<file path="config.mk">
export PLATFORM = sky130hd
export DESIGN_NAME = ria_top
export DESIGN_NICKNAME = d
export VERILOG_FILES = /design/src/hw/ria_pkg.sv /design/src/hw/ria_alarm_if.sv /design/src/hw/ria_top.sv /design/src/hw/ria_alarm.sv
export SDC_FILE = /design/constraint.sdc
export NUM_CORES = 1
export LEC_CHECK = 0
export ABC_CLOCK_PERIOD_IN_PS = 18800
export BUFFER_PORTS_ARGS = -buffer_cell sky130_fd_sc_hd__buf_2
export CAP_MARGIN = 20
export CORE_ASPECT_RATIO = 1.4
export CORE_MARGIN = 2
export CORE_UTILIZATION = 50
export CTS_CLUSTER_SIZE = 28
export DETAILED_ROUTE_END_ITERATION = 8
export PLACE_DENSITY = 0.66
export RECOVER_POWER = 25
export SLEW_MARGIN = 20
export SYNTH_ARGS = -nofsm -noshare
export SYNTH_HDL_FRONTEND = slang
export SYNTH_SLANG_ARGS = --single-unit
</file>
<file path="constraint.sdc">
create_clock -name clk_sys -period 18.8 [get_ports clk_sys]
set_clock_uncertainty 0.1 [all_clocks]
set_input_delay 3.76 -clock clk_sys [delete_from_list [all_inputs] [get_ports clk_sys]]
set_output_delay 3.76 -clock clk_sys [all_outputs]
set_load 0.02 [all_outputs]
</file>
<file path="src/hw/ria_pkg.sv">
// Constants for the indirect access port of the real-time counter.
// Assumes one system clock at 250 MHz; the counter timebase arrives as a pin.
package ria_pkg;

   // ******************************************************
   // Timing
   // ******************************************************
   localparam int CLK_PERIOD_PS = 4000;
   localparam int MISS_TIME_NS = 100000;
   localparam int MISS_CYCLES = (MISS_TIME_NS * 1000) / CLK_PERIOD_PS;
   localparam int CRYSTAL_HZ = 32768;
   localparam int WRAP_HOURS = 36;
   localparam int CNT_W = 32;

   // ******************************************************
   // Interface register selects and values
   // ******************************************************
   localparam logic [1:0] SEL_KEY = 2'h0;
   localparam logic [1:0] SEL_ADR = 2'h1;
   localparam logic [1:0] SEL_DAT = 2'h2;
   localparam logic [7:0] KEY_UNLOCKED = 8'h02;
   localparam int ADR_AUTOREAD_ENABLE_BIT = 6;
   localparam logic [4:0] ADR_RST = 5'h00;
   localparam logic [7:0] DAT_RST = 8'h00;

   // ******************************************************
   // Internal register map
   // ******************************************************
   localparam logic [4:0] A_CAP0 = 5'h00;
   localparam logic [4:0] A_CTRL = 5'h04;
   localparam logic [4:0] A_OSCC = 5'h05;
   localparam logic [4:0] A_OSCF = 5'h06;
   localparam logic [4:0] A_ALCF = 5'h07;
   localparam logic [4:0] A_AL0 = 5'h08;
   localparam logic [4:0] A_AL1 = 5'h0C;
   localparam logic [4:0] A_AL2 = 5'h10;
   localparam logic [4:0] A_LAST = 5'h13;
   localparam int NUM_ALARMS = 3;

   // ******************************************************
   // Field positions and reset values
   // ******************************************************
   localparam int CTRL_RUN = 7;
   localparam int CTRL_SET = 1;
   localparam int CTRL_CAP = 0;
   localparam int OSCC_MCD_EN = 7;
   localparam int OSCC_TBO_EN = 6;
   localparam int OSCC_MISS = 5;
   localparam int OSCF_AUTOMATIC_CAPACITANCE_STEPPING = 7;
   localparam int OSCF_CAP_W = 4;
   localparam logic [7:0] OSCF_MASK = 8'h8F;
   localparam logic [7:0] OSCF_RST = 8'h00;
   localparam int ALCF_EN_LSB = 0;
   localparam int ALCF_FLAG_LSB = 4;

endpackage

</file>
<file path="src/hw/ria_alarm_if.sv">
// Carrier between the access port and one alarm slice.
// Assumes the port drives write and count, the slice answers value and match.
`timescale 1ns/1ps
interface ria_alarm_if;
   logic wr;
   logic [4:0] waddr;
   logic [7:0] wdata;
   logic [31:0] count;
   logic [31:0] value;
   logic match;
   modport ctrl (output wr, output waddr, output wdata, output count, input value, input match);
   modport alarm (input wr, input waddr, input wdata, input count, output value, output match);
endinterface

</file>
<file path="src/hw/ria_top.sv">
// Indirect access port and register set of the low-power real-time counter.
// Assumes single-cycle register strobes from the core on clk_sys and a raw timebase pin.
`timescale 1ns/1ps
module ria_top
   import ria_pkg::*;
#(
   parameter int MISS_LIMIT = MISS_CYCLES
) (
   input wire logic clk_sys,
   input wire logic nrst,
   input wire logic [1:0] sfr_sel,
   input wire logic sfr_wr,
   input wire logic sfr_rd,
   input wire logic [7:0] sfr_wdata,
   output logic [7:0] sfr_rdata,
   input wire logic rtc_timebase,
   output logic [OSCF_CAP_W-1:0] load_cap,
   output logic automatic_capacitance_stepping_en,
   output logic timebase_pin_out,
   output logic alarm_event,
   output logic missing_clock_event
);

   localparam int MW = $clog2(MISS_LIMIT + 1);

   // ******************************************************
   // Reset and timebase synchronisers
   // ******************************************************
   logic rst_s1_q;
   logic rst_n_q;
   logic tb_s1_q;
   logic tb_s2_q;
   logic tb_s3_q;

   always_ff @(posedge clk_sys or negedge nrst) begin
      if (!nrst) begin
         rst_s1_q <= 1'b0;
         rst_n_q <= 1'b0;
      end else begin
         rst_s1_q <= 1'b1;
         rst_n_q <= rst_s1_q;
      end
   end

   always_ff @(posedge clk_sys or negedge rst_n_q) begin
      if (!rst_n_q) begin
         tb_s1_q <= 1'b0;
         tb_s2_q <= 1'b0;
         tb_s3_q <= 1'b0;
      end else begin
         tb_s1_q <= rtc_timebase;
         tb_s2_q <= tb_s1_q;
         tb_s3_q <= tb_s2_q;
      end
   end

   wire tick = tb_s2_q && !tb_s3_q;

   // ******************************************************
   // State
   // ******************************************************
   logic [4:0] adr_q;
   logic autoread_enable_q;
   logic [7:0] data_q;
   logic fetch_q;
   logic ctrl_run_q;
   logic mcd_en_q;
   logic tbo_en_q;
   logic miss_q;
   logic [7:0] oscf_q;
   logic [NUM_ALARMS-1:0] alen_q;
   logic [NUM_ALARMS-1:0] alflag_q;
   logic [CNT_W-1:0] cap_q;
   logic [CNT_W-1:0] cnt_q;
   logic cnt_upd_q;
   logic [MW-1:0] miss_cnt_q;
   logic tbo_q;

   // ******************************************************
   // Interface decode
   // ******************************************************
   wire adr_wr = sfr_wr && (sfr_sel == SEL_ADR);
   wire dat_wr = sfr_wr && (sfr_sel == SEL_DAT);
   wire dat_rd = sfr_rd && (sfr_sel == SEL_DAT);
   wire in_map = (adr_q <= A_LAST);
   wire is_multi = in_map && ((adr_q < A_CTRL) || (adr_q >= A_AL0));
   wire incr = (dat_wr || dat_rd) && is_multi;
   wire [4:0] adr_d = adr_wr ? sfr_wdata[4:0] : (incr ? adr_q + 5'h01 : adr_q);
   wire fetch_d = adr_wr || (dat_rd && autoread_enable_q);

   wire wr_cap = dat_wr && (adr_q < A_CTRL);
   wire wr_ctrl = dat_wr && (adr_q == A_CTRL);
   wire wr_oscc = dat_wr && (adr_q == A_OSCC);
   wire wr_oscf = dat_wr && (adr_q == A_OSCF);
   wire wr_alcf = dat_wr && (adr_q == A_ALCF);
   wire wr_alarm = dat_wr && (adr_q >= A_AL0) && in_map;
   wire set_cnt = wr_ctrl && sfr_wdata[CTRL_SET];
   wire cap_cnt = wr_ctrl && sfr_wdata[CTRL_CAP];
   wire run_tick = tick && ctrl_run_q;

   // ******************************************************
   // Alarm slices
   // ******************************************************
   ria_alarm_if al_if[NUM_ALARMS] ();
   logic [31:0] alarm_val [NUM_ALARMS];
   logic [NUM_ALARMS-1:0] alarm_match;

   genvar gi;
   generate
      for (gi = 0; gi < NUM_ALARMS; gi++) begin : g_alarm
         assign al_if[gi].wr = wr_alarm;
         assign al_if[gi].waddr = adr_q;
         assign al_if[gi].wdata = sfr_wdata;
         assign al_if[gi].count = cnt_q;
         assign alarm_val[gi] = al_if[gi].value;
         assign alarm_match[gi] = al_if[gi].match;
         ria_alarm #(
            .BASE(5'(A_AL0 + 5'(4 * gi)))
         ) u_alarm (
            .clk_sys(clk_sys),
            .rst_n(rst_n_q),
            .bus(al_if[gi])
         );
      end
   endgenerate

   // ******************************************************
   // Indirect read selection
   // ******************************************************
   wire [1:0] al_idx = 2'(adr_q[4:2] - 3'h2);
   wire [31:0] al_word = alarm_val[al_idx];
   wire [7:0] cap_byte = cap_q[{adr_q[1:0], 3'b000} +: 8];
   wire [7:0] al_byte = al_word[{adr_q[1:0], 3'b000} +: 8];
   wire [7:0] ctrl_byte = 8'(ctrl_run_q) << CTRL_RUN;
   wire [7:0] oscc_byte = (8'(mcd_en_q) << OSCC_MCD_EN) | (8'(tbo_en_q) << OSCC_TBO_EN) | (8'(miss_q) << OSCC_MISS);
   wire [7:0] alcf_byte = (8'(alflag_q) << ALCF_FLAG_LSB) | (8'(alen_q) << ALCF_EN_LSB);
   wire [7:0] rd_mux = !in_map ? 8'h00 :
      (adr_q < A_CTRL) ? cap_byte :
      (adr_q == A_CTRL) ? ctrl_byte :
      (adr_q == A_OSCC) ? oscc_byte :
      (adr_q == A_OSCF) ? oscf_q :
      (adr_q == A_ALCF) ? alcf_byte : al_byte;
   wire [7:0] adr_byte = {1'b0, autoread_enable_q, 1'b0, adr_q};

   assign sfr_rdata = (sfr_sel == SEL_KEY) ? KEY_UNLOCKED :
      (sfr_sel == SEL_ADR) ? adr_byte :
      (sfr_sel == SEL_DAT) ? data_q : 8'h00;

   // ******************************************************
   // Flag and counter next values
   // ******************************************************
   wire [NUM_ALARMS-1:0] al_set = {NUM_ALARMS{cnt_upd_q}} & alen_q & alarm_match;
   wire [NUM_ALARMS-1:0] al_keep = wr_alcf ? sfr_wdata[ALCF_FLAG_LSB +: NUM_ALARMS] : {NUM_ALARMS{1'b1}};
   wire [NUM_ALARMS-1:0] alflag_d = al_set | (alflag_q & al_keep);
   wire miss_hit = mcd_en_q && !tick && (miss_cnt_q == MW'(MISS_LIMIT - 1));
   wire miss_d = miss_hit | (miss_q & !(wr_oscc && !sfr_wdata[OSCC_MISS]));
   wire [MW-1:0] miss_cnt_d = (!mcd_en_q || tick || miss_hit) ? '0 : miss_cnt_q + MW'(1);
   wire [CNT_W-1:0] cnt_d = set_cnt ? cap_q : (run_tick ? cnt_q + 32'h00000001 : cnt_q);

   // ******************************************************
   // Interface registers
   // ******************************************************
   always_ff @(posedge clk_sys or negedge rst_n_q) begin
      if (!rst_n_q) begin
         adr_q <= ADR_RST;
         autoread_enable_q <= 1'b0;
         fetch_q <= 1'b0;
      end else begin
         adr_q <= adr_d;
         autoread_enable_q <= adr_wr ? sfr_wdata[ADR_AUTOREAD_ENABLE_BIT] : autoread_enable_q;
         fetch_q <= fetch_d;
      end
   end

   always_ff @(posedge clk_sys or negedge rst_n_q) begin
      if (!rst_n_q) begin
         data_q <= DAT_RST;
      end else if (dat_wr) begin
         data_q <= sfr_wdata;
      end else if (fetch_q) begin
         data_q <= rd_mux;
      end
   end

   // ******************************************************
   // Internal control registers
   // ******************************************************
   always_ff @(posedge clk_sys or negedge rst_n_q) begin
      if (!rst_n_q) begin
         ctrl_run_q <= 1'b0;
         mcd_en_q <= 1'b0;
         tbo_en_q <= 1'b0;
         oscf_q <= OSCF_RST;
         alen_q <= '0;
      end else begin
         ctrl_run_q <= wr_ctrl ? sfr_wdata[CTRL_RUN] : ctrl_run_q;
         mcd_en_q <= wr_oscc ? sfr_wdata[OSCC_MCD_EN] : mcd_en_q;
         tbo_en_q <= wr_oscc ? sfr_wdata[OSCC_TBO_EN] : tbo_en_q;
         oscf_q <= wr_oscf ? (sfr_wdata & OSCF_MASK) : oscf_q;
         alen_q <= wr_alcf ? sfr_wdata[ALCF_EN_LSB +: NUM_ALARMS] : alen_q;
      end
   end

   always_ff @(posedge clk_sys or negedge rst_n_q) begin
      if (!rst_n_q) begin
         alflag_q <= '0;
         miss_q <= 1'b0;
         miss_cnt_q <= '0;
         tbo_q <= 1'b0;
      end else begin
         alflag_q <= alflag_d;
         miss_q <= miss_d;
         miss_cnt_q <= miss_cnt_d;
         tbo_q <= tbo_en_q && tb_s2_q;
      end
   end

   // ******************************************************
   // Counter and capture
   // ******************************************************
   always_ff @(posedge clk_sys or negedge rst_n_q) begin
      if (!rst_n_q) begin
         cap_q <= '0;
         cnt_q <= '0;
         cnt_upd_q <= 1'b0;
      end else begin
         if (cap_cnt) begin
            cap_q <= cnt_q;
         end else if (wr_cap) begin
            cap_q[{adr_q[1:0], 3'b000} +: 8] <= sfr_wdata;
         end
         cnt_q <= cnt_d;
         cnt_upd_q <= set_cnt || run_tick;
      end
   end

   assign load_cap = oscf_q[OSCF_CAP_W-1:0];
   assign automatic_capacitance_stepping_en = oscf_q[OSCF_AUTOMATIC_CAPACITANCE_STEPPING];
   assign timebase_pin_out = tbo_q;
   assign alarm_event = |alflag_q;
   assign missing_clock_event = miss_q;

   // ******************************************************
   // Checks
   // ******************************************************
   property p_key_read;
      @(posedge clk_sys) disable iff (!rst_n_q)
      (sfr_sel == SEL_KEY) |-> (sfr_rdata == KEY_UNLOCKED);
   endproperty
   a_key_read: assert property (p_key_read) else $error("key register not unlocked");

   property p_key_write;
      @(posedge clk_sys) disable iff (!rst_n_q)
      (sfr_wr && (sfr_sel == SEL_KEY)) |=> ($stable(adr_q) && $stable(autoread_enable_q) && $stable(oscf_q));
   endproperty
   a_key_write: assert property (p_key_write) else $error("key write had an effect");

   property p_adr_bits;
      @(posedge clk_sys) disable iff (!rst_n_q)
      (sfr_sel == SEL_ADR) |-> (!sfr_rdata[7] && !sfr_rdata[5] && (sfr_rdata[4:0] == adr_q));
   endproperty
   a_adr_bits: assert property (p_adr_bits) else $error("address readback wrong");

   property p_adr_write;
      @(posedge clk_sys) disable iff (!rst_n_q)
      adr_wr |=> ((adr_q == $past(sfr_wdata[4:0])) && (autoread_enable_q == $past(sfr_wdata[ADR_AUTOREAD_ENABLE_BIT])));
   endproperty
   a_adr_write: assert property (p_adr_write) else $error("address or autoread not taken");

   property p_fetch_after_adr;
      @(posedge clk_sys) disable iff (!rst_n_q)
      adr_wr ##1 !dat_wr |=> (data_q == $past(rd_mux));
   endproperty
   a_fetch_after_adr: assert property (p_fetch_after_adr) else $error("read after address missing");

   property p_autoread;
      @(posedge clk_sys) disable iff (!rst_n_q)
      (dat_rd && autoread_enable_q) ##1 !dat_wr |=> (data_q == $past(rd_mux));
   endproperty
   a_autoread: assert property (p_autoread) else $error("autoread did not refresh");

   property p_incr;
      @(posedge clk_sys) disable iff (!rst_n_q)
      ((dat_wr || dat_rd) && is_multi) |=> (adr_q == $past(adr_q) + 5'h01);
   endproperty
   a_incr: assert property (p_incr) else $error("address did not increment");

   property p_unmapped;
      @(posedge clk_sys) disable iff (!rst_n_q)
      ((dat_wr || dat_rd) && !in_map) |=> ($stable(adr_q) && (rd_mux == 8'h00));
   endproperty
   a_unmapped: assert property (p_unmapped) else $error("unmapped access misbehaved");

   property p_set_counter;
      @(posedge clk_sys) disable iff (!rst_n_q)
      set_cnt |=> (cnt_q == $past(cap_q));
   endproperty
   a_set_counter: assert property (p_set_counter) else $error("counter not loaded");

   property p_count;
      @(posedge clk_sys) disable iff (!rst_n_q)
      (run_tick && !set_cnt) |=> (cnt_q == $past(cnt_q) + 32'h00000001);
   endproperty
   a_count: assert property (p_count) else $error("counter did not advance");

   property p_alarm_event;
      @(posedge clk_sys) disable iff (!rst_n_q)
      (|al_set) |=> alarm_event;
   endproperty
   a_alarm_event: assert property (p_alarm_event) else $error("alarm event not raised");

   property p_miss_event;
      @(posedge clk_sys) disable iff (!rst_n_q)
      miss_hit |=> (missing_clock_event && (miss_cnt_q == '0));
   endproperty
   a_miss_event: assert property (p_miss_event) else $error("missing clock not flagged");

endmodule

</file>
<file path="src/hw/ria_alarm.sv">
// One 32-bit alarm value held as four bytes, with its compare.
// Assumes synchronous byte writes from the access port on clk_sys.
`timescale 1ns/1ps
module ria_alarm
   import ria_pkg::*;
#(
   parameter logic [4:0] BASE = A_AL0
) (
   input wire logic clk_sys,
   input wire logic rst_n,
   ria_alarm_if.alarm bus
);

   logic [31:0] value_q;
   wire hit = bus.wr && (bus.waddr[4:2] == BASE[4:2]);

   // ******************************************************
   // Byte storage
   // ******************************************************
   always_ff @(posedge clk_sys or negedge rst_n) begin
      if (!rst_n) begin
         value_q <= 32'h00000000;
      end else if (hit) begin
         value_q[{bus.waddr[1:0], 3'b000} +: 8] <= bus.wdata;
      end
   end

   assign bus.value = value_q;
   assign bus.match = (value_q == bus.count);

   // ******************************************************
   // Checks
   // ******************************************************
   property p_byte_write;
      @(posedge clk_sys) disable iff (!rst_n)
      hit |=> value_q[{$past(bus.waddr[1:0]), 3'b000} +: 8] == $past(bus.wdata);
   endproperty
   a_byte_write: assert property (p_byte_write) else $error("alarm byte not stored");

endmodule

</file>
==> results of run 1 <==
[power breakdown]
| part | switching (W) | internal, W | total, W | leakage [nW] |
|---|---|---|---|---|
| clock network | 0.000190 | 0.000284 | 0.000473 | 0.383 |
| registers | 0.000163 | 0.000552 | 0.000715 | 2.74 |
| logic | 0.000400 | 0.000235 | 0.000635 | 2.06 |
| total | 0.000752 | 0.00107 | 0.00182 | 5.18 |
[worst max-delay path by stage]
stage / startpoint / endpoint / slack [ns]
2_1_floorplan: sfr_sel[1] / sfr_rdata[0] / 10.56
3_3_place_gp: sfr_sel[1] / sfr_rdata[4] / 10.29
3_5_place_dp: sfr_sel[1] / sfr_rdata[6] / 10.21
4_1_cts: sfr_sel[1] / sfr_rdata[0] / 10.22
5_1_grt: sfr_sel[1] / sfr_rdata[2] / 10.11
6_report: sfr_sel[1] / sfr_rdata[6] / 10.20
[Yosys cell counts, types with 3 or more instances]
library cell,count
nor2b_1,4
o21ai_0,92
nand4b_1,4
a31o_2,3
a32o_1,24
nor3_1,17
o21a_1,5
ha_1,9
xnor2_1,46
or4_1,4
xor2_1,95
a221oi_1,20
nand2_1,165
nand2b_1,4
and3_1,7
mux2_2,47
o22ai_1,3
nand4_1,31
a221o_1,16
o211ai_1,6
buf_1,3
and2_1,6
nor2_1,104
clkbuf_1,44
a22oi_1,12
a31oi_1,4
buf_4,10
and3b_1,3
a22o_1,5
buf_2,49
a21oi_1,49
inv_1,8
dfrtp_1,212
mux4_2,11
a211oi_1,6
nand3_1,38
nor4_1,21
o21ai_1,4
nor3b_1,8
[cells by family (layout without fill, tap and decap cells)]
| family | after synthesis | after routing |
|---|---|---|
| AOI/OAI and AO/OA | 263 | 263 |
| xor gates and xnor gates | 141 | 141 |
| adders and majority gates | 9 | 9 |
| buffers and inverters | 117 | 93 |
| DFF | 212 | 212 |
| muxes | 59 | 59 |
| other | 1 | 1 |
| and+or+nand+nor | 432 | 432 |
[through the flow]
stage | cell area (um2) | total power (W)
after floorplan | 11800 | 0.00111
after detailed placement | 12000 | 0.00134
after global placement | 12000 | 0.00133
after CTS | 12800 | 0.00181
after global routing | 12800 | 0.00190
final | 12800 | 0.00182
[registers in the layout, indices dropped and copies added, names as in the netlist]
name                       flops
al_if.count                   32
tbo_en_q                       1
alflag_q                       3
tb_s3_q                        1
miss_cnt_q                    15
data_q                         8
rst_s1_q                       1
missing_clock_event            1
timebase_pin_out               1
adr_q                          5
mcd_en_q                       1
g_alarm.u_alarm.bus.value     96
tb_s1_q                        1
tb_s2_q                        1
rst_n_q                        1
autoread_enable_q              1
cap_q                         32
oscf_q                         5
fetch_q                        1
cnt_upd_q                      1
ctrl_run_q                     1
alen_q                         3
[worst max-delay path, cell delays in order]
cell and delay (ns):
buf_2 0.12, nor2b_1 0.47, a22o_1 0.23, buf_2 0.16
[routing by layer]
| layer | up-vias | global-route usage [%] | share of wire, % |
|---|---|---|---|
| met5 | - | 0 | 0 |
| met4 | 0 | 18.9 | 6.8 |
| met3 | 133 | 3.68 | 6.3 |
| met2 | 400 | 54.2 | 48 |
| met1 | 4870 | 42.3 | 39 |
| li1 | 4300 | - | - |
[layout make-up]
class,instances,area (um2)
well taps,306,383
flip-flops and latches,212,5310
multi-input cells,905,6000
clock buffers,29,648
fillers,2124,10400
repair buffers,44,255
clock inverters,10,130
inverters,10,37.5
==> impl_metrics.yaml, run 1 <==
run:
  max_cap_violations: 2
floorplan:
  std_cell_rows: 66
  ios: 31
  initial_utilization_pct: 50.9
  core-area_um2: 23200
  die_h_um: 186
  dieArea_um2: 24900
  die_w_um: 134
synthesis:
  synthesis.nets: 1258
  netlist_instances: 1234
  synth_top_cell_area_share_pct: 44.9
  synth_edf_count: 0
  synth.distinct_cells: 65
  synth-async-reset-ratio_pct: 100
  synth_warnings: 0
  avgSynthCellArea_um2: 9.57
  synth_area_leaders: "dfrtp_1 45%, xor2_1 7.0%, nand2_1 5.2%, mux2_2 4.5%, o21ai_0 3.9%"
  synth_xor_area_share_pct: 10.5
  ys_seq_area_share_pct: 44.9
  yosys.area_share.simple_pct: 17.5
  synth_top_family_by_area: "simple AND/OR/NAND/NOR gates"
  synthFlopType: "dfrtp_1"
  synth-compound-area-share_pct: 14.9
  synth.area.mux_share_pct: 6.66
  ys_ff_latch: 212
  synth_area_um2: 11800
  synthAdderAreaFrac_pct: 0.953
  synth_top_area_cell: "dfrtp_1"
min_path:
  min-delay-start: "tb_s1_q$_DFF_PN0_"
  whs_path_depth: 0
  hold_end: "tb_s2_q$_DFF_PN0_"
  min_path_type: "reg2reg"
route:
  wirelength_um: 40300
  drtIter0Drc: 1082
  drt-vias-per-instance: 6.40
  wl_per_cell_um: 26.6
  antenna_left: 0
  drtPass1Iterations: 6
  vias: 9703
  drc_errors: 0
global_route:
  track_usage_pct: 32.9
  antenna_found_initial: 0
  grt_pass1_wl_um: 60600
  overflow: 0
  grt_pass1_vias: 9467
  grt_max_degree: 85
cts:
  clockRootBuffer: "clkbuf_16"
  cts_tree: "built"
  clock_sinks: 212
  cts.clk_slew.worst_paths_ns: 0.06
  clock_latency_ns: 0.52
  cts_resized: 0
  htree_num_levels: 1
  cts_setup_buffers: 0
  cts.path.max_buffers: 3
  cts_hold_buf: 0
  cts_buffers: 23
sta:
  finalWorstPathRequiredPeriod_ns: 8.60
  rsz0062_at_grt: "no"
  post-route-period-util_pct: 45.8
  drv_slew: 153
  setup_violations: 0
  worst_slack_ns: 10.20
  fin_worst_hold_slack_ns: 0.256
  worst_slew_pin_slew_ns: 4.64
  maxSlewHeadroom_pct: -209
  hold_viol: 0
  max_freq_ghz: 0.116
  setup-tns-final_ns: 0
power_and_ir_drop:
  peakVddDrop_mv: 0.0741
  p_leak_nw: 5.18
  p_per_area_nw_per_um2: 143
placement:
  dp_cells: 1476
  finalWeightedCongestion: 0.987
  dp_hpwl_um: 28300
  port_buffers: 30
  dpl_worst_slack_ns: 10.21
layout:
  final_common_cell: "dfrtp_1"
  diodes: 0
  final_cell_mix: "211 x dfrtp_1, 165 x nand2_1, 103 x nor2_1"
  stdcell_count: 1516
  nets: 1220
  syn2layout_area_growth_pct: 8.03
  layout-drive-gt1-share_pct: 13.5
  post-route-util_pct: 55.0
setup_path:
  r2r_start: "rst_n_q$_DFF_PN0_"
  crit_type: "in2out"
  critPathLaunchType: "primary input"
  cp.arrival_ns: 4.74
  critPathRequiredTime_ns: 14.94
  timing.rr.end: "g_alarm[1].u_alarm.bus.value[13]$_DFFE_PN0P_"
  end_kind: "primary output"
  worst_r2r_path_depth: 1
  path_max_fanout: 9
  r2r_slack_ns: 12.05
run_status:
  outcome: "finished with violations"
  violations: "max-capacitance violations, max-slew violations"
(Power assumes the default switching activity.)
==> run 2, diff against run 1 <==
Settings changed: ABC_CLOCK_PERIOD_IN_PS 18800 to 7500, PLACE_DENSITY 0.66 to 0.69.
Clock period 18.8 ns to 7.5 ns, I/O delays scaled along.
==> impl_metrics.yaml, run 2 (synthesis results as in run 1) <==
layout:
  nets: 1222
  final_cell_mix: "211 x dfrtp_1, 165 x nand2_1, 103 x nor2_1"
  final_common_cell: "dfrtp_1"
  fin_area_um2: 12700
  diodes: 0
  layout-drive-gt1-share_pct: 13.2
  fillers: 2062
  syn2layout_area_growth_pct: 7.82
  largest_reg_flops: 96
setup_path:
  path_max_fanout: 64
  crit_family: "buffers and inverters"
  critPathLaunchType: "register"
  cp.arrival_ns: 4.14
  crit_type: "reg2async"
  slowest_delay_ns: 2.63
  crit_buf_inv: 1
  crit_chain: "clkbuf_1"
  critPathRequiredTime_ns: 6.89
  crit_slowest_cell: "clkbuf_1"
  end_kind: "asynchronous set/reset pin"
global_route:
  overflow: 0
  grt_max_degree: 81
  antenna_found_initial: 2
  grt_pass1_wl_um: 61000
  grt_pass1_vias: 9470
  track_usage_pct: 33.1
route:
  routedLengthMet1_um: 15600
  routed.top_layer: "met5"
  vias: 9823
  antenna_left: 0
  drtIter0Drc: 951
  wl_per_cell_um: 26.6
  drc_errors: 0
  met3_length_um: 3490
  drtPass1Iterations: 6
  wirelength_um: 40400
  wl_met2_um: 17900
  drt-vias-per-instance: 6.48
sta:
  post-route-period-util_pct: 63.3
  maxSlewHeadroom_pct: -145
  setup-tns-final_ns: 0
  worst_slew_pin_slew_ns: 3.68
  drv_slew: 65
  rsz0062_at_grt: "no"
  hold_viol: 0
  finalWorstPathRequiredPeriod_ns: 4.75
  max_freq_ghz: 0.211
  setup_violations: 0
cts:
  cts_buffers: 23
  cts_setup_buffers: 0
  cts_tree: "built"
  cts_resized: 0
  cts_hold_buf: 0
  cts.clk_slew.worst_paths_ns: 0.06
  cts.path.max_buffers: 3
  clock_sinks: 212
  clock_latency_ns: 0.52
  htree_num_levels: 1
  clockRootBuffer: "clkbuf_16"
floorplan:
  dieArea_um2: 24900
  ios: 31
  die_w_um: 134
  std_cell_rows: 66
  die_h_um: 186
  core-area_um2: 23200
  initial_utilization_pct: 50.9
placement:
  placed_cell_area_um2: 12000
  finalWeightedCongestion: 1.09
  dp_hpwl_um: 28700
  port_buffers: 30
power_and_ir_drop:
  pwr-share-comb_pct: 35.5
  power_frac_seq_pct: 39.3
  clkPwrFrac_pct: 25.2
  peakVddDrop_mv: 0.200
  p_sw_w: 0.00193
  p_leak_nw: 5.18
  p_sw_share_pct: 42.1
  intPower_w: 0.00265
  p_per_area_nw_per_um2: 359
min_path:
  min_path_type: "reg2reg"
run_status:
  violations: "max-capacitance violations, max-slew violations"
  outcome: "finished with violations"
run:
  max_cap_violations: 1
==> run 2: power by group through the flow <==
stage               clock, W  combinational [W]  sequential [W]
CTS                  0.00116            0.00158         0.00178
floorplan                  0            0.00122         0.00156
detailed placement         0            0.00157         0.00180
global route         0.00121            0.00172         0.00182
global placement           0            0.00156         0.00180
finish               0.00115            0.00162         0.00180
==> run 2: worst paths after layout <==
path	start	to	slack [ns]	depth (start not counted)
setup reg to reg	rst_n_q$_DFF_PN0_	adr_q[2]$_DFFE_PN0P_	2.75	1
hold / removal	rst_s1_q$_DFF_PN0_	rst_n_q$_DFF_PN0_	0.24	0
max in group clk_sys	sfr_sel[1]	sfr_rdata[2]	3.41	4
hold reg to reg	rst_s1_q$_DFF_PN0_	rst_n_q$_DFF_PN0_	0.24	0
setup / recovery	rst_n_q$_DFF_PN0_	adr_q[2]$_DFFE_PN0P_	2.75	1
min in group asynchronous	rst_n_q$_DFF_PN0_	al_if[0].count[23]$_DFFE_PN0P_	0.27	0
==> run 2: final cells by class <==
cell class | count | area, um2 | area share, %
Multi-Input combinational cell | 905 | 5990 | 47.1
Sequential cell | 212 | 5310 | 41.7
Clock buffer | 31 | 656 | 5.15
Tap cell | 306 | 383 | 3.01
Timing Repair Buffer | 46 | 269 | 2.11
Clock inverter | 7 | 88.8 | 0.698
Inverter | 10 | 37.5 | 0.295
==> run 2: metrics by stage <==
step	util, %	hold WS (ns)	total power [W]	std cells	setup slack (ns)
after floorplan	-	0.231	0.00278	1234	1.05
after global placement	51.7	0.108	0.00336	1479	3.49
after detailed placement	51.7	0.116	0.00337	1479	3.41
after CTS	54.9	0.122	0.00453	1517	3.41
after global routing	54.9	0.254	0.00475	1517	1.86
final	54.9	0.242	0.00457	1517	2.75
==> run 2: layer usage <==
metal / up-vias / global-route usage, %
li1: 4300 / -
met1: 4835 / 43.0
met2: 518 / 50.3
met3: 166 / 6.21
met4: 4 / 22.6
met5: - / 0
